File: src/hdl/rpsc_pkg.sv
package rpsc_pkg;

  // ****************************************
  // Register offsets
  // ****************************************
  localparam logic [7:0] OFS_CTRL = 8'h00;
  localparam logic [7:0] OFS_NUM = 8'h04;
  localparam logic [7:0] OFS_DEN = 8'h08;
  localparam logic [7:0] OFS_SEED = 8'h0C;
  localparam logic [7:0] OFS_STEP0 = 8'h10;
  localparam logic [7:0] OFS_STEP1 = 8'h14;
  localparam logic [7:0] OFS_LEN = 8'h18;
  localparam logic [7:0] OFS_THRESH = 8'h1C;
  localparam logic [7:0] OFS_FLOOR = 8'h20;
  localparam logic [7:0] OFS_CEIL = 8'h24;
  localparam logic [7:0] OFS_STATUS = 8'h28;
  localparam logic [7:0] OFS_RAMP = 8'h2C;
  localparam logic [7:0] OFS_PHASE = 8'h30;

  // ****************************************
  // Control fields
  // ****************************************
  localparam int CTRL_SYNC_EN = 0;
  localparam int CTRL_PIN_DIS = 1;
  localparam int CTRL_LVDS = 2;
  localparam int CTRL_SWEEP_EN = 3;
  localparam int CTRL_PIN_MODE = 4;
  localparam int CTRL_RECAL_SEG = 5;
  localparam int CTRL_START = 6;
  localparam int CTRL_OUTA_LSB = 8;
  localparam int CTRL_OUTB_LSB = 10;
  localparam int CTRL_STAGE_LSB = 12;
  localparam int CTRL_ORDER_LSB = 16;
  localparam logic [1:0] SRC_CHDIV = 2'h1;

  // ****************************************
  // Reset values and constants
  // ****************************************
  localparam logic [31:0] CTRL_RST = 32'h0000_2002;
  localparam logic [31:0] DEN_RST = 32'hFFFF_FFFF;
  localparam logic [31:0] ZERO_RST = 32'h0000_0000;
  localparam logic [31:0] CEIL_RST = 32'h7FFF_FFFF;
  localparam logic [31:0] FLOOR_RST = 32'h8000_0000;
  localparam logic [31:0] EFF_DEN = 32'h0100_0000;
  localparam int STEP_W = 30;

  typedef enum logic [2:0] {
    RS_IDLE = 3'h1,
    RS_AUTO = 3'h2,
    RS_MAN = 3'h4
  } rpsc_ramp_e;

endpackage : rpsc_pkg

File: src/hdl/rpsc_pin_if.sv
`timescale 1ns/1ns
interface rpsc_pin_if;
  logic lvds_mode;
  logic sync_rise;
  logic step_rise;
  logic dir_level;
  modport cond (input lvds_mode, output sync_rise, output step_rise, output dir_level);
  modport core (output lvds_mode, input sync_rise, input step_rise, input dir_level);
endinterface : rpsc_pin_if

File: src/hdl/rpsc_pin_cond.sv
`timescale 1ns/1ns
module rpsc_pin_cond (
  input wire logic CLK,
  input wire logic RESET_N,
  input wire logic SYNC_P,
  input wire logic SYNC_N,
  input wire logic STEP,
  input wire logic DIR,
  rpsc_pin_if.cond pins
);

  typedef struct packed {
    logic sync_lvl;
    logic step_lvl;
    logic dir;
    logic sync_rise;
    logic step_rise;
  } rpsc_pc_s;

  rpsc_pc_s s_q;
  rpsc_pc_s s_d;
  logic sync_now;

  // ****************************************
  // Edge detection
  // ****************************************
  always_comb begin
    sync_now = pins.lvds_mode ? (SYNC_P & ~SYNC_N) : SYNC_P;
    s_d = s_q;
    s_d.sync_lvl = sync_now;
    s_d.step_lvl = STEP;
    s_d.dir = DIR;
    s_d.sync_rise = sync_now & ~s_q.sync_lvl;
    s_d.step_rise = STEP & ~s_q.step_lvl;
  end

  always_ff @(posedge CLK or negedge RESET_N) begin
    if (!RESET_N) begin
      s_q <= '0;
    end else begin
      s_q <= s_d;
    end
  end

  assign pins.sync_rise = s_q.sync_rise;
  assign pins.step_rise = s_q.step_rise;
  assign pins.dir_level = s_q.dir;

endmodule : rpsc_pin_cond

File: src/hdl/rpsc_top.sv
// Behaviour
// - Included divide is twice first stage if a source picks channel divider.
// - The first write of sync enable to one only enters mode, no sync applied.
// - Sync applied by enable 0-to-1 toggle or sync pin rising edge.
// - Sync pin accepted as single-ended or differential input.
// - Each seed write shifts phase by seed, scaled by included divide in sync.
// - No ramping at all unless sweep enable is one.
// - Pin mode zero steps on detector tick, one on step pin rising edges.
// - Each ramp clock adds the selected signed step to the numerator; here ramp clocks are ignored while a calibration is busy.
// - Each segment lasts one detector cycle more than its programmed length.
// - Numerator drift of at least a nonzero delta limit forces a calibration; a zero limit forces none.
// - Recalibrate each segment starts calibration at segment start, automatic only.
// - Host programs all-ones denominator; ramping uses two to the 24.
// - Ramped value clamps between signed floor and ceiling.
// - Automatic mode alternates between its two linear segments unattended, without stopping.
//
// The implementer's own choices: the register offsets and the APB interface to the registers.
`timescale 1ns/1ns
module rpsc_top (
  input wire logic CLK,
  input wire logic RESET_N,
  input wire logic PSEL,
  input wire logic PENABLE,
  input wire logic PWRITE,
  input wire logic [7:0] PADDR,
  input wire logic [31:0] PWDATA,
  output logic [31:0] PRDATA,
  output logic PREADY,
  output logic PSLVERR,
  input wire logic SYNC_P,
  input wire logic SYNC_N,
  input wire logic REF_TICK,
  input wire logic PD_TICK,
  input wire logic STEP_CLK,
  input wire logic STEP_DIR,
  input wire logic CAL_DONE,
  output logic CAL_START,
  output logic SYNC_APPLY,
  output logic [31:0] NUMERATOR,
  output logic [31:0] DENOMINATOR,
  output logic [31:0] PHASE_OFFSET,
  output logic [4:0] INCLUDED_DIV
);

  typedef struct packed {
    logic pready;
    logic pslverr;
    logic [31:0] prdata;
    logic [31:0] ctrl;
    logic [31:0] numer;
    logic [31:0] den;
    logic [31:0] seed;
    logic [29:0] step0;
    logic [29:0] step1;
    logic [15:0] len0;
    logic [15:0] len1;
    logic [31:0] thresh;
    logic [31:0] floor_v;
    logic [31:0] ceil_v;
    logic [31:0] acc;
    logic [31:0] cal_ref;
    logic [31:0] phase;
    logic [31:0] den_eff;
    logic [4:0] incl;
    logic seg;
    logic [15:0] seg_cnt;
    rpsc_pkg::rpsc_ramp_e rs;
    logic cal_busy;
    logic cal_start;
    logic armed;
    logic sync_pend;
    logic sync_apply;
    logic [7:0] sync_cnt;
  } rpsc_top_s;

  rpsc_top_s s_q;
  rpsc_top_s s_d;
  rpsc_pin_if pins ();

  logic setup;
  logic wr;
  logic [31:0] wval;
  logic [31:0] stepv;
  logic [31:0] drift;
  logic chdiv_used;
  logic advance;
  logic cal_req;
  logic new_en;
  logic [31:0] status;

  // ****************************************
  // Helpers
  // ****************************************
  function automatic logic [31:0] sext_step(input logic [29:0] v);
    sext_step = {{2{v[29]}}, v};
  endfunction : sext_step

  function automatic logic src_is_chdiv(input logic [1:0] sel);
    src_is_chdiv = (sel == rpsc_pkg::SRC_CHDIV);
  endfunction : src_is_chdiv

  function automatic logic mapped(input logic [7:0] a);
    mapped = (a <= rpsc_pkg::OFS_PHASE) && (a[1:0] == 2'h0);
  endfunction : mapped

  function automatic logic [31:0] clamp(input logic [31:0] a, input logic [31:0] d,
                                        input logic [31:0] lo, input logic [31:0] hi);
    logic signed [32:0] sum;
    sum = $signed({a[31], a}) + $signed({d[31], d});
    if (sum < $signed({lo[31], lo})) begin
      clamp = lo;
    end else if (sum > $signed({hi[31], hi})) begin
      clamp = hi;
    end else begin
      clamp = sum[31:0];
    end
  endfunction : clamp

  // ****************************************
  // Pin conditioning
  // ****************************************
  rpsc_pin_cond u_pin (
    .CLK(CLK),
    .RESET_N(RESET_N),
    .SYNC_P(SYNC_P),
    .SYNC_N(SYNC_N),
    .STEP(STEP_CLK),
    .DIR(STEP_DIR),
    .pins(pins.cond)
  );

  assign pins.lvds_mode = s_q.ctrl[rpsc_pkg::CTRL_LVDS];

  // ****************************************
  // Next state
  // ****************************************
  always_comb begin
    s_d = s_q;
    setup = PSEL & ~PENABLE;
    wr = PSEL & PENABLE & s_q.pready & PWRITE & ~s_q.pslverr;
    wval = PWDATA;
    stepv = 32'h0000_0000;
    drift = 32'h0000_0000;
    advance = 1'b0;
    cal_req = 1'b0;
    new_en = s_q.ctrl[rpsc_pkg::CTRL_SYNC_EN];
    s_d.cal_start = 1'b0;
    s_d.sync_apply = 1'b0;

    // APB slave, one access cycle
    s_d.pready = setup;
    s_d.pslverr = setup & ~mapped(PADDR);

    // Status word
    status = 32'h0000_0000;
    status[31:24] = s_q.sync_cnt;
    status[23:21] = s_q.rs;
    status[20:16] = s_q.incl;
    status[15:4] = s_q.seg_cnt[11:0];
    status[2] = s_q.armed;
    status[1] = s_q.sync_pend;
    status[0] = s_q.seg;

    if (setup) begin
      unique case (PADDR)
        rpsc_pkg::OFS_CTRL: s_d.prdata = s_q.ctrl;
        rpsc_pkg::OFS_NUM: s_d.prdata = s_q.numer;
        rpsc_pkg::OFS_DEN: s_d.prdata = s_q.den;
        rpsc_pkg::OFS_SEED: s_d.prdata = s_q.seed;
        rpsc_pkg::OFS_STEP0: s_d.prdata = {2'h0, s_q.step0};
        rpsc_pkg::OFS_STEP1: s_d.prdata = {2'h0, s_q.step1};
        rpsc_pkg::OFS_LEN: s_d.prdata = {s_q.len1, s_q.len0};
        rpsc_pkg::OFS_THRESH: s_d.prdata = s_q.thresh;
        rpsc_pkg::OFS_FLOOR: s_d.prdata = s_q.floor_v;
        rpsc_pkg::OFS_CEIL: s_d.prdata = s_q.ceil_v;
        rpsc_pkg::OFS_STATUS: s_d.prdata = status;
        rpsc_pkg::OFS_RAMP: s_d.prdata = s_q.acc;
        rpsc_pkg::OFS_PHASE: s_d.prdata = s_q.phase;
        default: s_d.prdata = 32'h0000_0000;
      endcase
    end

    // Register writes
    if (wr) begin
      unique case (PADDR)
        rpsc_pkg::OFS_CTRL: begin
          s_d.ctrl = {wval[31:rpsc_pkg::CTRL_START + 1], 1'b0, wval[rpsc_pkg::CTRL_START - 1:0]};
          new_en = wval[rpsc_pkg::CTRL_SYNC_EN];
        end
        rpsc_pkg::OFS_NUM: begin
          s_d.numer = wval;
          s_d.acc = wval;
        end
        rpsc_pkg::OFS_DEN: s_d.den = wval;
        rpsc_pkg::OFS_SEED: begin
          s_d.seed = wval;
          // Phase moves by seed, scaled by the included divide in sync mode
          if (s_q.ctrl[rpsc_pkg::CTRL_SYNC_EN]) begin
            s_d.phase = s_q.phase + 32'(wval * s_q.incl);
          end else begin
            s_d.phase = s_q.phase + wval;
          end
        end
        rpsc_pkg::OFS_STEP0: s_d.step0 = wval[rpsc_pkg::STEP_W - 1:0];
        rpsc_pkg::OFS_STEP1: s_d.step1 = wval[rpsc_pkg::STEP_W - 1:0];
        rpsc_pkg::OFS_LEN: begin
          s_d.len0 = wval[15:0];
          s_d.len1 = wval[31:16];
        end
        rpsc_pkg::OFS_THRESH: s_d.thresh = wval;
        rpsc_pkg::OFS_FLOOR: s_d.floor_v = wval;
        rpsc_pkg::OFS_CEIL: s_d.ceil_v = wval;
        default: begin
        end
      endcase
    end

    // ****************************************
    // Included divide and effective denominator
    // ****************************************
    chdiv_used = src_is_chdiv(s_q.ctrl[rpsc_pkg::CTRL_OUTA_LSB +: 2]) ||
                 src_is_chdiv(s_q.ctrl[rpsc_pkg::CTRL_OUTB_LSB +: 2]);
    s_d.incl = chdiv_used ? {s_q.ctrl[rpsc_pkg::CTRL_STAGE_LSB +: 4], 1'b0} : 5'h01;
    s_d.den_eff = s_q.ctrl[rpsc_pkg::CTRL_SWEEP_EN] ? rpsc_pkg::EFF_DEN : s_q.den;

    // ****************************************
    // Synchronization
    // ****************************************
    // Apply first so that a new request in the same cycle wins
    if (s_q.sync_pend && REF_TICK) begin
      s_d.sync_pend = 1'b0;
      s_d.sync_apply = 1'b1;
      s_d.sync_cnt = s_q.sync_cnt + 8'h01;
    end
    if (new_en && !s_q.ctrl[rpsc_pkg::CTRL_SYNC_EN]) begin
      if (s_q.armed) begin
        s_d.sync_pend = 1'b1;
      end
      s_d.armed = 1'b1;
    end
    if (s_q.ctrl[rpsc_pkg::CTRL_SYNC_EN] && !s_q.ctrl[rpsc_pkg::CTRL_PIN_DIS]
        && pins.sync_rise) begin
      s_d.sync_pend = 1'b1;
    end

    // ****************************************
    // Ramp generator
    // ****************************************
    if (CAL_DONE) begin
      s_d.cal_busy = 1'b0;
    end
    if (!s_q.ctrl[rpsc_pkg::CTRL_SWEEP_EN]) begin
      s_d.rs = rpsc_pkg::RS_IDLE;
    end else begin
      unique case (s_q.rs)
        rpsc_pkg::RS_IDLE: begin
          if (s_q.ctrl[rpsc_pkg::CTRL_PIN_MODE]) begin
            s_d.rs = rpsc_pkg::RS_MAN;
          end else if (wr && PADDR == rpsc_pkg::OFS_CTRL && wval[rpsc_pkg::CTRL_START]) begin
            s_d.rs = rpsc_pkg::RS_AUTO;
            s_d.seg = 1'b0;
            s_d.seg_cnt = 16'h0000;
            cal_req = s_q.ctrl[rpsc_pkg::CTRL_RECAL_SEG];
          end
        end
        rpsc_pkg::RS_AUTO: begin
          if (s_q.ctrl[rpsc_pkg::CTRL_PIN_MODE]) begin
            s_d.rs = rpsc_pkg::RS_IDLE;
          end else if (PD_TICK && !s_q.cal_busy) begin
            advance = 1'b1;
            stepv = sext_step(s_q.seg ? s_q.step1 : s_q.step0);
            if (s_q.seg_cnt >= (s_q.seg ? s_q.len1 : s_q.len0)) begin
              s_d.seg = ~s_q.seg;
              s_d.seg_cnt = 16'h0000;
              cal_req = s_q.ctrl[rpsc_pkg::CTRL_RECAL_SEG];
            end else begin
              s_d.seg_cnt = s_q.seg_cnt + 16'h0001;
            end
          end
        end
        rpsc_pkg::RS_MAN: begin
          if (!s_q.ctrl[rpsc_pkg::CTRL_PIN_MODE]) begin
            s_d.rs = rpsc_pkg::RS_IDLE;
          end else if (pins.step_rise && !s_q.cal_busy) begin
            advance = 1'b1;
            stepv = sext_step(pins.dir_level ? s_q.step1 : s_q.step0);
          end
        end
        default: s_d.rs = rpsc_pkg::RS_IDLE;
      endcase
    end

    if (advance) begin
      s_d.acc = clamp(s_q.acc, stepv, s_q.floor_v, s_q.ceil_v);
      drift = s_d.acc - s_q.cal_ref;
      if (drift[31]) begin
        drift = 32'h0000_0000 - drift;
      end
      if (s_q.thresh != 32'h0000_0000 && drift >= s_q.thresh) begin
        cal_req = 1'b1;
      end
    end
    if (cal_req) begin
      s_d.cal_start = 1'b1;
      s_d.cal_busy = 1'b1;
      s_d.cal_ref = s_d.acc;
    end
  end

  // ****************************************
  // State register
  // ****************************************
  always_ff @(posedge CLK or negedge RESET_N) begin
    if (!RESET_N) begin
      s_q <= '0;
      s_q.ctrl <= rpsc_pkg::CTRL_RST;
      s_q.den <= rpsc_pkg::DEN_RST;
      s_q.den_eff <= rpsc_pkg::DEN_RST;
      s_q.floor_v <= rpsc_pkg::FLOOR_RST;
      s_q.ceil_v <= rpsc_pkg::CEIL_RST;
      s_q.incl <= 5'h01;
      s_q.rs <= rpsc_pkg::RS_IDLE;
    end else begin
      s_q <= s_d;
    end
  end

  // ****************************************
  // Outputs
  // ****************************************
  assign PRDATA = s_q.prdata;
  assign PREADY = s_q.pready;
  assign PSLVERR = s_q.pslverr;
  assign CAL_START = s_q.cal_start;
  assign SYNC_APPLY = s_q.sync_apply;
  assign NUMERATOR = s_q.acc;
  assign DENOMINATOR = s_q.den_eff;
  assign PHASE_OFFSET = s_q.phase;
  assign INCLUDED_DIV = s_q.incl;

endmodule : rpsc_top

File: config.mk
export PLATFORM = sky130hd
export DESIGN_NAME = rpsc_top
export DESIGN_NICKNAME = d
export VERILOG_FILES = /design/src/hdl/rpsc_pkg.sv /design/src/hdl/rpsc_pin_if.sv /design/src/hdl/rpsc_pin_cond.sv /design/src/hdl/rpsc_top.sv
export SDC_FILE = /design/constraint.sdc
export NUM_CORES = 2
export LEC_CHECK = 0
export ABC_AREA = 0
export BUFFER_PORTS_ARGS = -buffer_cell sky130_fd_sc_hd__buf_2
export CAP_MARGIN = 25
export CORE_ASPECT_RATIO = 0.8
export CORE_UTILIZATION = 50
export CTS_BUF_LIST = sky130_fd_sc_hd__clkbuf_4
export DETAILED_ROUTE_END_ITERATION = 10
export MAX_ROUTING_LAYER = met4
export PLACE_DENSITY = 0.74
export SLEW_MARGIN = 30
export SYNTH_ARGS = -nofsm -noshare
export SYNTH_HDL_FRONTEND = slang
export SYNTH_SLANG_ARGS = --single-unit
File: constraint.sdc
create_clock -name CLK -period 19.38 [get_ports CLK]
set_input_delay 1.938 -clock CLK [delete_from_list [all_inputs] [get_ports CLK]]
set_output_delay 1.938 -clock CLK [all_outputs]
set_load 0.03 [all_outputs]
==> results.sh <==
export IMPL_rrSetupSlack_ns=5.63
export IMPL_syn_area_sq_um=37900
export IMPL_hold_path_class="flop to flop"
export IMPL_fmax_ghz=0.0714
export IMPL_cts_buffers_inserted=138
export IMPL_yosysUniqueCellTypes=91
export IMPL_start_util_pct=51.0
export IMPL_yosysWarnings=0
export IMPL_setup_violations=0
export IMPL_drtIter0Drc=3612
export IMPL_hpwl_um=92400
export IMPL_criticalPathCategory="primary input to flop"
export IMPL_cts_resized=0
export IMPL_crit_arrival_ns=14.92
export IMPL_route_detailed_drc=0
export IMPL_layout_commonest_cell="nand2_1"
export IMPL_p_per_area_nw_per_um2=61.0
export IMPL_finalHoldViolCount=0
export IMPL_layout_common_cells="469 x nand2_1, 418 x dfrtp_1, 289 x inv_1"
export IMPL_insertion_delay_ns=1.05
export IMPL_cts_root_buf="clkbuf_4"
export IMPL_dieArea_sq_um=77000
export IMPL_worstHoldPathCells=1
export IMPL_period_share_pct=72.2
export IMPL_slew_viol_final=0
export IMPL_async_reset_ff_share_pct=100
export IMPL_core_area_sq_um=74400
export IMPL_clock_skew_ns=0.0781
export IMPL_dp_cells=4937
export IMPL_cts_tree="yes"
export IMPL_final_nets=4489
export IMPL_synth_seq_area_share_pct=34.6
export IMPL_startpoint_type="primary input"
export IMPL_r2r_start="s_q[14]$_DFFE_PN0P_"
export IMPL_power_leakage_nw=18.9
export IMPL_cts_buffer_depth=3
export IMPL_crit_fanout=46
export IMPL_irDropWorstVdd_v=0.0000680
export IMPL_drive_gt1_share_pct=21.6
export IMPL_status="finished, final reports clean"
export IMPL_r2r_cells=50
export IMPL_slew_headroom_pct=29.1
export IMPL_htreeDepth=4
export IMPL_grt_pass1_wl_um=192000
export IMPL_ctsHoldBuffers=0
export IMPL_pwr_share_comb_pct=13.1
export IMPL_power_frac_clock_pct=41.9
export IMPL_syn_inst=4028
export IMPL_ys_flop_type="dfrtp_1"
export IMPL_vias=32300
export IMPL_syn_avg_cell_area_sq_um=9.42
export IMPL_grt_pass1_vias=31100
export IMPL_io_buffers=188
export IMPL_fin_cells=5192
export IMPL_post_cts_buffers=0
export IMPL_n_fill_cell=6766
export IMPL_multi_input_area_sq_um=22100
export IMPL_ant_nets=0
export IMPL_cts_sinks=520
export IMPL_required_ns=20.30
export IMPL_critPathCapture="s_q[126]$_DFFE_PN0P_"
export IMPL_clkTransAtPathRegs_ns=0.06
export IMPL_seqCellArea_sq_um=13100
export IMPL_rsz0062_at_grt="no"
export IMPL_p_int_mw=1.76
export IMPL_syn_num_nets=4441
export IMPL_tns_ns=0
export IMPL_critPathSlowestCell="o21ai_0"
export IMPL_crit_start="PD_TICK"
export IMPL_grt_usage_pct=34.1
export IMPL_cap_violations=0
export IMPL_grt_overflow_total=0
export IMPL_p_sw_share_pct=29.1
export IMPL_grt_max_degree=89
export IMPL_syn_to_final_growth_pct=7.46
export IMPL_critPathMaxStageDelay_ns=0.66
export IMPL_min_period_ns=14.00
export IMPL_synth_edff_count=0
export IMPL_drt_total_wl_um=126000
export IMPL_end_kind="flop"
export IMPL_crit_path_frequent_cell="a21oi_1"
export IMPL_r2r_end="s_q[126]$_DFFE_PN0P_"
export IMPL_fp_dieH_um=248
export IMPL_num_rows=89
export IMPL_power_switching_uw=724
export IMPL_antenna_found_initial=4
export IMPL_drt_pass1_iter_count=10
export IMPL_worst_pin_slew_ns=1.05
export IMPL_wl_per_cell_um=24.3
export IMPL_die_width_um=310
export IMPL_gp_congestion=0.990
export IMPL_ioPinCount=189
export IMPL_via_per_inst=6.22
export IMPL_synth_seq_cells=520
export IMPL_sequentialPowerShare_pct=45.0
## final cells by class
| type | count | area share, % |
|---|---|---|
| antenna | 5 | 0.0307 |
| clock buffer | 212 | 3.90 |
| clock inverter | 38 | 0.602 |
| inverter | 289 | 2.66 |
| multi-input combinational | 2885 | 54.2 |
| sequential | 520 | 32.2 |
| tap | 1001 | 3.07 |
| timing repair buffer | 242 | 3.34 |
## cells in the mapped netlist (8+ instances only)
library cell,count,area [sq um]
a41oi_1,28,245
inv_1,289,1080
a21boi_0,14,105
nand2_1,471,1770
and3_1,51,319
dfstp_2,100,2630
fa_1,116,2320
or2_2,9,56.3
a22o_1,40,350
and2_1,80,500
o31ai_1,12,90.1
a21oi_1,198,991
nor3_1,41,205
o21bai_1,16,120
a22oi_1,114,856
nor4_1,15,93.8
xor2_1,56,490
o21a_1,29,218
a21o_1,94,706
nand3b_1,8,60.1
clkbuf_1,174,653
a211o_1,8,70.1
a221oi_1,55,482
dfrtp_1,420,10500
nand4_1,26,163
nand3_1,39,195
a31oi_1,25,156
ha_1,245,3070
o21ai_1,10,50.1
o211ai_1,21,158
a211oi_1,29,218
o21ai_0,161,806
o2111ai_1,8,70.1
buf_2,8,40.0
a2111oi_0,8,70.1
mux2_2,276,3110
mux2i_1,30,300
nor2b_1,67,419
nand2b_1,36,225
a222oi_1,28,280
buf_4,133,998
nor2_1,233,875
buf_1,19,71.3
xnor2_1,87,762
## worst max-delay path, delay by kind of cell
family / cells / cell delay (ns)
AND/OR/NAND/NOR: 18 / 4.52
buffers and inverters: 5 / 1.38
XOR/XNOR: 1 / 0.14
AO/OA/AOI/OAI: 22 / 5.63
adder cells (fa/ha/maj): 4 / 1.23
## power by group through the flow
stage | Sequential [mW] | Combinational [mW] | Clock, mW
6_report | 1.12 | 0.326 | 1.04
5_1_grt | 1.12 | 0.365 | 1.11
4_1_cts | 1.12 | 0.323 | 1.05
3_5_place_dp | 1.14 | 0.321 | 0
3_3_place_gp | 1.14 | 0.317 | 0
2_1_floorplan | 1.13 | 0.235 | 0
## how the worst min path moves through the flow
stage,startpoint,to
final,u_pin.s_q[4]$_DFF_PN0_,u_pin.pins.sync_rise$_DFF_PN0_
after global routing,u_pin.s_q[4]$_DFF_PN0_,u_pin.pins.sync_rise$_DFF_PN0_
after CTS,u_pin.s_q[4]$_DFF_PN0_,u_pin.pins.sync_rise$_DFF_PN0_
after detailed placement,u_pin.s_q[4]$_DFF_PN0_,u_pin.pins.sync_rise$_DFF_PN0_
after global placement,u_pin.s_q[4]$_DFF_PN0_,u_pin.pins.sync_rise$_DFF_PN0_
after floorplan,u_pin.s_q[3]$_DFF_PN0_,u_pin.pins.step_rise$_DFF_PN0_
## routing by layer
metal / track usage (%) / vias up / wire length (um)
li1: - / 14300 / -
met1: 44.2 / 15800 / 51100
met2: 49.7 / 1818 / 55200
met3: 8.24 / 377 / 13200
met4: 17.0 / 0 / 6690
met5: - / - / 0
## sequential cells by signal (all words and copies together) (netlist names)
signal / count
PRDATA: 32
u_pin.pins.step_rise: 1
CAL_START: 1
DENOMINATOR: 32
PSLVERR: 1
NUMERATOR: 32
s_q: 377
PHASE_OFFSET: 32
INCLUDED_DIV: 5
PREADY: 1
SYNC_APPLY: 1
u_pin.pins.dir_level: 1
pins.lvds_mode: 1
u_pin.pins.sync_rise: 1
u_pin.s_q: 2
## logic make-up after synthesis
| family | Yosys count | share of synthesized area (%) |
|---|---|---|
| buffers and inverters | 623 | 7.51 |
| XOR/XNOR | 144 | 3.34 |
| adder cells (fa/ha/maj) | 361 | 14.2 |
| flip-flops | 520 | 34.6 |
| multiplexers | 306 | 8.99 |
| AND/OR/NAND/NOR | 1119 | 13.9 |
| AO/OA/AOI/OAI | 955 | 17.4 |
## per-stage QoR
stage	instance area (sq um)	power, mW	setup slack (ns)	utilization, %	hold WS (ns)
floorplan	37900	1.36	6.40	-	0.378
global placement	38900	1.45	5.16	52.3	0.382
detailed placement	38900	1.46	4.74	52.3	0.383
CTS	40700	2.49	5.80	54.8	0.392
global route	40800	2.59	4.53	54.8	0.400
finish	40800	2.49	5.38	54.8	0.393
Note: power is estimated with default switching activity, not from simulation.
